$ cat src/rtl/csc_pkg.sv
// package for the context switch and store command interpreter
// Notes on behaviour
// - head report from the ring writes active ring head at offset from status page base; from a batch it writes nothing and flags cmd_error
// - command type zero in bits 31:29; context switch is opcode 18h
// - pointer equal to current context id means no load, a no-operation
// - on differing pointer save old context, load new, record new pointer
// - bit 2 set restores extended state when switching to new context
// - extended-state enables are kept in the current context id register
// - force-restore bit 1 restores even when pointers match
// - restore-inhibit bit 0 skips loading, keeps hardware context
// - force-restore and restore-inhibit are not stored in context id
// - immediate store writes to system memory are cache snooped
// - header bit 22 picks physical or graphics translated address
// - header bit 21 picks global translation, forced clear in unprivileged batch
// - length 2 means dword write, 3 means qword write
// - dword 3 is low data, dword 4 is upper data for qword
package csc_pkg;
    localparam logic [2:0]  CMD_TYPE_MISC    = 3'h0;
    localparam logic [5:0]  OP_HEAD_REPORT   = 6'h07;
    localparam logic [5:0]  OP_CONTEXT_SW    = 6'h18;
    localparam logic [5:0]  OP_IMM_STORE     = 6'h20;
    localparam logic [5:0]  LEN_DWORD        = 6'h02;
    localparam logic [5:0]  LEN_QWORD        = 6'h03;
    localparam int          TYPE_HI          = 31;
    localparam int          TYPE_LO          = 29;
    localparam int          OP_HI            = 28;
    localparam int          OP_LO            = 23;
    localparam int          ADDR_TYPE_BIT    = 22;
    localparam int          GLOBAL_GTT_BIT   = 21;
    localparam int          LEN_HI           = 5;
    localparam int          LEN_LO           = 0;
    localparam int          CTX_PTR_LO       = 11;
    localparam int          CTX_SPACE_BIT    = 8;
    localparam int          CTX_EXT_HI       = 7;
    localparam int          CTX_EXT_LO       = 4;
    localparam int          CTX_SAVE_EXT_BIT = 3;
    localparam int          CTX_REST_EXT_BIT = 2;
    localparam int          CTX_FORCE_BIT    = 1;
    localparam int          CTX_INHIBIT_BIT  = 0;
    // head report slot offset within status page, dword index
    localparam logic [11:0] HEAD_SLOT_OFS    = 12'h010;

    typedef struct packed {
        logic [20:0] ptr;
        logic        global_space;
        logic [3:0]  ext;
        logic        save_ext;
        logic        restore_ext;
    } csc_ctx_id_s;

    typedef struct packed {
        logic [35:0] addr;
        logic [63:0] data;
        logic        qword;
        logic        translate;
        logic        global_gtt;
        logic        snoop;
    } csc_mem_wr_s;

    typedef struct packed {
        logic        save;
        logic        save_ext;
        logic [20:0] save_ptr;
        logic        load;
        logic        load_ext;
        logic [20:0] load_ptr;
        logic        load_global;
        logic [3:0]  load_hi;
    } csc_ctx_op_s;
endpackage : csc_pkg

$ cat src/rtl/csc_cmd_exec.sv
// command decoder and executor for head report, context switch, immediate store
`timescale 1ns/100ps
module csc_cmd_exec
    import csc_pkg::*;
(
    // clock and reset
    input  wire logic        clk_sys,
    input  wire logic        reset_n,
    // command dword stream
    input  wire logic        cmd_valid,
    output logic             cmd_ready,
    input  wire logic [31:0] cmd_dword,
    input  wire logic        cmd_from_batch,
    input  wire logic        cmd_privileged,
    // ring and status page state
    input  wire logic [31:0] ring_head,
    input  wire logic [31:0] status_page_base_reg,
    // memory write path
    output logic             mem_wr_valid,
    input  wire logic        mem_wr_ready,
    output csc_mem_wr_s      mem_wr,
    // context save and restore path
    output logic             ctx_op_valid,
    input  wire logic        ctx_op_done,
    output csc_ctx_op_s      ctx_op,
    // status
    output csc_ctx_id_s      current_context_id_reg,
    output logic             cmd_error,
    output logic             busy
);
    typedef enum logic [2:0] {
        ST_HEADER, ST_DW1, ST_DW2, ST_DW3, ST_DW4, ST_WRITE, ST_CTX, ST_SKIP
    } csc_state_e;

    csc_state_e  state;
    logic [5:0]  opcode;
    logic [5:0]  remain;
    logic        hdr_addr_type;
    logic        hdr_global;
    logic [31:0] dw1;
    logic [31:0] dw2;
    logic [31:0] dw3;

    function automatic logic [5:0] f_opcode(input logic [31:0] d);
        return d[OP_HI:OP_LO];
    endfunction : f_opcode

    // misc class check shared by every opcode match
    function automatic logic f_misc_op(input logic [31:0] d, input logic [5:0] op);
        return d[TYPE_HI:TYPE_LO] == CMD_TYPE_MISC && f_opcode(d) == op;
    endfunction : f_misc_op

    wire         take      = cmd_valid && cmd_ready;
    wire         is_misc   = cmd_dword[TYPE_HI:TYPE_LO] == CMD_TYPE_MISC;
    wire [5:0]   hdr_op    = f_opcode(cmd_dword);
    wire [5:0]   hdr_len   = cmd_dword[LEN_HI:LEN_LO];
    wire         hit_head  = f_misc_op(cmd_dword, OP_HEAD_REPORT);
    wire         op_head   = hit_head && !cmd_from_batch;
    wire         op_ctx    = f_misc_op(cmd_dword, OP_CONTEXT_SW);
    wire         op_store  = f_misc_op(cmd_dword, OP_IMM_STORE);
    wire         bad_head  = hit_head && cmd_from_batch;
    wire         store_q   = remain == LEN_QWORD;
    wire [20:0]  new_ptr   = dw1[31:CTX_PTR_LO];
    wire         same_ptr  = new_ptr == current_context_id_reg.ptr;
    wire         do_load   = (!same_ptr || dw1[CTX_FORCE_BIT]) && !dw1[CTX_INHIBIT_BIT];
    // save whenever the pointer moves, even with the load inhibited
    wire         do_save   = !same_ptr;
    wire         ctx_work  = do_load || do_save;
    // head slot relative to status page base
    wire [31:0]  head_addr = status_page_base_reg + {18'h0, HEAD_SLOT_OFS, 2'h0};
    // global translation is dropped for unprivileged batch streams
    wire         allow_glob = !(cmd_from_batch && !cmd_privileged);
    // store target, low address bits always zero
    wire [35:0]  store_addr = {dw1[3:0], dw2[31:2], 2'h0};

    // requests are built here so the clocked logic only picks one
    csc_mem_wr_s head_wr;
    csc_mem_wr_s store_dw;
    csc_mem_wr_s store_qw;
    csc_ctx_op_s next_op;
    csc_ctx_id_s next_id;

    // head report is a snooped physical dword write
    assign head_wr  = '{addr: {4'h0, head_addr}, data: {32'h0, ring_head},
                        qword: 1'b0, translate: 1'b0, global_gtt: 1'b0,
                        snoop: 1'b1};
    // dword store takes the incoming dword as low data
    assign store_dw = '{addr: store_addr, data: {32'h0, cmd_dword}, qword: 1'b0,
                        translate: hdr_addr_type, global_gtt: hdr_global,
                        snoop: 1'b1};
    // qword store joins held low dword with incoming upper one
    assign store_qw = '{addr: store_addr, data: {cmd_dword, dw3}, qword: 1'b1,
                        translate: hdr_addr_type, global_gtt: hdr_global,
                        snoop: 1'b1};
    // save with the old enables, then load
    assign next_op  = '{save: do_save,
                        save_ext: current_context_id_reg.save_ext,
                        save_ptr: current_context_id_reg.ptr,
                        load: do_load,
                        load_ext: dw1[CTX_REST_EXT_BIT],
                        load_ptr: new_ptr,
                        load_global: dw1[CTX_SPACE_BIT],
                        load_hi: dw1[CTX_EXT_HI:CTX_EXT_LO]};
    // force and inhibit bits are not kept
    assign next_id  = '{ptr: new_ptr,
                        global_space: dw1[CTX_SPACE_BIT],
                        ext: dw1[CTX_EXT_HI:CTX_EXT_LO],
                        save_ext: dw1[CTX_SAVE_EXT_BIT],
                        restore_ext: dw1[CTX_REST_EXT_BIT]};

    // ready drops while a write or context operation is outstanding
    assign cmd_ready = state inside {ST_HEADER, ST_DW1, ST_DW2, ST_DW3, ST_DW4, ST_SKIP};
    assign busy      = state != ST_HEADER;

    always_ff @(posedge clk_sys or negedge reset_n) begin
        if (!reset_n) begin
            state <= ST_HEADER;
            opcode <= 6'h00;
            remain <= 6'h00;
            hdr_addr_type <= 1'b0;
            hdr_global <= 1'b0;
            dw1 <= 32'h0;
            dw2 <= 32'h0;
            dw3 <= 32'h0;
            mem_wr_valid <= 1'b0;
            mem_wr <= '0;
            ctx_op_valid <= 1'b0;
            ctx_op <= '0;
            current_context_id_reg <= '0;
            cmd_error <= 1'b0;
        end else begin
            cmd_error <= 1'b0;
            unique case (state)
                ST_HEADER: if (take) begin
                    opcode <= hdr_op;
                    remain <= hdr_len;
                    hdr_addr_type <= cmd_dword[ADDR_TYPE_BIT];
                    hdr_global <= cmd_dword[GLOBAL_GTT_BIT] && allow_glob;
                    if (op_head) begin
                        mem_wr_valid <= 1'b1;
                        mem_wr <= head_wr;
                        state <= ST_WRITE;
                    end else if (op_ctx || op_store) begin
                        state <= ST_DW1;
                    end else begin
                        cmd_error <= bad_head;
                        // unknown commands are skipped by length only for misc class with nonzero length
                        state <= (is_misc && hdr_len != 6'h00) ? ST_SKIP : ST_HEADER;
                    end
                end

                ST_DW1: if (take) begin
                    dw1 <= cmd_dword;
                    state <= (opcode == OP_CONTEXT_SW) ? ST_CTX : ST_DW2;
                end

                ST_DW2: if (take) begin
                    dw2 <= cmd_dword;
                    state <= ST_DW3;
                end

                // low data is held here in case the store turns out to be a qword
                ST_DW3: if (take) begin
                    dw3 <= cmd_dword;
                    if (store_q) begin
                        state <= ST_DW4;
                    end else begin
                        mem_wr_valid <= 1'b1;
                        mem_wr <= store_dw;
                        state <= ST_WRITE;
                    end
                end

                ST_DW4: if (take) begin
                    mem_wr_valid <= 1'b1;
                    mem_wr <= store_qw;
                    state <= ST_WRITE;
                end

                // request stands unchanged until the far side takes it
                ST_WRITE: if (mem_wr_ready) begin
                    mem_wr_valid <= 1'b0;
                    state <= ST_HEADER;
                end

                // the id register moves only once the switch is reported done
                ST_CTX: begin
                    if (!ctx_op_valid) begin
                        if (ctx_work) begin
                            ctx_op_valid <= 1'b1;
                            ctx_op <= next_op;
                        end else begin
                            state <= ST_HEADER;
                        end
                    end else if (ctx_op_done) begin
                        ctx_op_valid <= 1'b0;
                        // store pointer, address space bit and extended enables only
                        current_context_id_reg <= next_id;
                        state <= ST_HEADER;
                    end
                end

                // unknown misc commands are consumed by length to keep alignment
                ST_SKIP: if (take) begin
                    remain <= remain - 6'h01;
                    if (remain == 6'h01) begin
                        state <= ST_HEADER;
                    end
                end
            endcase
        end
    end
endmodule : csc_cmd_exec

$ cat config.mk
export PLATFORM = sky130hd
export DESIGN_NAME = csc_cmd_exec
export DESIGN_NICKNAME = d
export VERILOG_FILES = /design/src/rtl/csc_pkg.sv /design/src/rtl/csc_cmd_exec.sv
export SDC_FILE = /design/constraint.sdc
export NUM_CORES = 1
export LEC_CHECK = 0
export ABC_AREA = 1
export BUFFER_PORTS_ARGS = -buffer_cell sky130_fd_sc_hd__buf_4
export CAP_MARGIN = 0
export CORE_MARGIN = 1
export CORE_UTILIZATION = 59
export DETAILED_ROUTE_END_ITERATION = 12
export HOLD_SLACK_MARGIN = 0.1
export PLACE_DENSITY = 0.86
export SETUP_SLACK_MARGIN = 0.15
export SYNTH_ARGS = -nofsm -noshare
export SYNTH_HDL_FRONTEND = slang
export SYNTH_SLANG_ARGS = --single-unit
$ cat constraint.sdc
create_clock -name clk_sys -period 5.55 [get_ports clk_sys]
set_clock_uncertainty 0.2 [all_clocks]
set_input_delay 0.8325 -clock clk_sys [delete_from_list [all_inputs] [get_ports clk_sys]]
set_output_delay 0.8325 -clock clk_sys [all_outputs]
set_load 0.01 [all_outputs]
==> impl_metrics.json <==
{
  "core-area_um2": 21200,
  "yosys-top-cells-area": "dfrtp_1, nand2_1, o21ai_0, inv_1, nor2_1",
  "synth_most_common_cell": "nand2_1",
  "clk_latency_ps": 550,
  "cap_violations": 0,
  "slew_violations": 0,
  "portBuffers": 290,
  "stdcell_count": 2052,
  "synthArstFlopShare": 1.00,
  "reg2reg_depth": 10,
  "cts_buffers": 30,
  "ys_ff_latch": 295,
  "ys.flop_type": "dfrtp_1",
  "regToRegSetupSlack_ps": 1850,
  "r2r-start": "state[0]$_DFFE_PN0P_",
  "hpwl_um": 26500,
  "drt_first_pass_iters": 7,
  "grt_overflow": 0,
  "cp_max_fo": 77,
  "rsz0062_at_grt": "false",
  "rows": 53,
  "crit_start": "state[0]$_DFFE_PN0P_",
  "final.period_utilization": 0.666,
  "max_slew_margin": 0.285,
  "antenna_found_initial": 0,
  "syn_to_final_growth_pct": 25.6,
  "clockBufferDepth": 3,
  "finalNetCount": 1860,
  "yosysUniqueCellTypes": 43,
  "switching_power_mw": 3.77,
  "grt_usage": 0.345,
  "critPathCapture": "mem_wr[85]$_DFFE_PN0P_",
  "ys_seq_area_frac": 0.571,
  "worst_setup_path_start_kind": "flop",
  "max-vdd-ir-drop_mv": 0.389,
  "synthesis.nets": 1604,
  "final_area_um2": 16200,
  "wl_per_cell_um": 18.7,
  "grt_pass1_wl_um": 59800,
  "wl_um": 38400,
  "route.detailed.drc": 0,
  "setup_viol": 0,
  "die_w_um": 150,
  "dp.cells": 1996,
  "cts.sinks": 295,
  "swShare": 0.391,
  "place_congestion": 0.938,
  "clkTransAtPathRegs_ps": 60,
  "cp.required_ps": 5810,
  "p_int_mw": 5.86,
  "synthTopCellsByCount": "nand2_1, dfrtp_1, o21ai_0",
  "worst_pin_slew_ps": 1070,
  "place_area_um2": 15200,
  "hold_class": "input port to async pin",
  "worstSetupEndpointType": "flop",
  "die_height_um": 150,
  "final_core_util": 0.765,
  "io_pins": 291,
  "syn_avg_cell_area_um2": 8.64,
  "dieArea_um2": 22500,
  "post_cts_buffers": 0,
  "crit_arrival_ps": 3950,
  "hold_viol": 0,
  "routed_via_density": 5.75,
  "leakage_nw": 8.31,
  "reg_top3": "mem_wr (104), ctx_op (51), dw3 (32)",
  "path_class": "flop to flop",
  "cts_tree": "built",
  "drtAntennaViolNets": 0,
  "fmax_mhz": 271,
  "synth_edf_count": 0,
  "dr.first_iter.drc_count": 951,
  "start_util": 0.609,
  "post-synth-top-area-cell": "dfrtp_1",
  "power_frac_comb": 0.391,
  "drive_gt1_frac": 0.217,
  "p_clk_frac": 0.214,
  "largest_register": "mem_wr",
  "syn-cell-area_um2": 12900,
  "worst_r2r_endpoint": "mem_wr[85]$_DFFE_PN0P_",
  "vias": 11800,
  "powerDensity_nw_per_um2": 593,
  "root_buffer": "clkbuf_16",
  "htree_levels": 1,
  "largest_reg_flops": 104,
  "pwr-share-seq": 0.394,
  "outcome": "completed",
  "netlist_instances": 1497,
  "cts_hold_buf": 0,
  "grt_pass1_vias": 11400,
  "min_period_ps": 3700,
  "yosysWarnings": 0,
  "grt_max_degree": 127,
  "cts_resized": 0,
  "synth_top_area_share": 0.571,
  "tns_ps": 0
}
layout make-up:
type	count	area (um2)
Sequential cell	295	7380
Multi-Input combinational cell	1019	4800
Inverter	109	412
Tap cell	275	344
Clock inverter	5	60.1
Antenna cell	1	2.50
Fill cell	1522	4980
Timing Repair Buffer	298	2260
Clock buffer	50	977
routing by layer:
layer,track usage,vias up,routed length [um]
met5,0,-,0
met4,0.170,0,1940
met3,0.0625,115,3220
met2,0.559,588,18600
met1,0.450,5714,14700
li1,-,5378,-
logic make-up (layout without fill, tap and decap cells):
| group | Yosys count | in the layout | synth area share |
|---|---|---|---|
| compound gates | 308 | 308 | 0.135 |
| xor+xnor | 23 | 23 | 0.0156 |
| fa+ha+maj | 4 | 4 | 0.00387 |
| buf+inv | 183 | 462 | 0.0591 |
| flops | 295 | 295 | 0.571 |
| mux | 5 | 5 | 0.00435 |
| other cells | 0 | 1 | 0 |
| simple gates | 679 | 679 | 0.211 |
stage by stage:
step                power, mW  hold WS, ps  worst slack (ps)
CTS                      9.63          208              1950
global route             10.2          239              1690
floorplan                5.87          248              3290
detailed placement       7.52          267              2030
global placement         7.34          265              2130
finish                   9.63          165              1850
cell usage in the layout, fill, tap and decap left out, types with 2 or more instances in the layout:
cell type / instances
clkinv_4: 2
nor2_1: 83
inv_2: 6
xnor2_1: 8
clkbuf_8: 13
clkbuf_16: 31
nor3_1: 14
mux2_2: 5
or2_2: 3
inv_1: 101
o31ai_1: 3
nor2_2: 2
o21ai_0: 225
a2bb2oi_1: 5
xor2_1: 15
o21a_1: 3
a31oi_1: 2
o211ai_1: 7
a21oi_1: 19
buf_4: 296
nand2_2: 5
nor4_1: 2
nand4_1: 13
nand2_1: 500
nor3_2: 3
a221oi_1: 17
o31ai_2: 9
o21ai_1: 13
dfrtp_1: 295
clkbuf_1: 6
nand3_1: 47
ha_1: 4
power groups by stage:
| stage | clock (mW) | combinational, mW | sequential, mW |
|---|---|---|---|
| after global routing | 2.17 | 4.18 | 3.88 |
| after floorplan | 0 | 2.01 | 3.86 |
| after CTS | 2.08 | 3.77 | 3.78 |
| after detailed placement | 0 | 3.72 | 3.79 |
| after global placement | 0 | 3.56 | 3.78 |
| final | 2.07 | 3.77 | 3.80 |
worst min path at each step:
stage / startpoint / end / slack [ps]
3_5_place_dp: mem_wr[32]$_DFFE_PN0P_ / mem_wr[32]$_DFFE_PN0P_ / 270
2_1_floorplan: dw2[21]$_DFFE_PN0P_ / dw2[21]$_DFFE_PN0P_ / 250
4_1_cts: reset_n / mem_wr[22]$_DFFE_PN0P_ / 210
6_report: reset_n / ctx_op[35]$_DFFE_PN0P_ / 170
3_3_place_gp: dw2[31]$_DFFE_PN0P_ / dw2[31]$_DFFE_PN0P_ / 270
5_1_grt: reset_n / ctx_op[35]$_DFFE_PN0P_ / 240
critical path: stages (launching register included):
cell and delay (ps):
dfrtp_1 450, nor2_2 190, nand2_1 80, inv_2 520, nand2_1 100, and3_1 240
nand3_4 70, buf_4 660, buf_4 680, a21oi_1 130, a2bb2oi_1 200
Power figures use the tool's default switching activity.
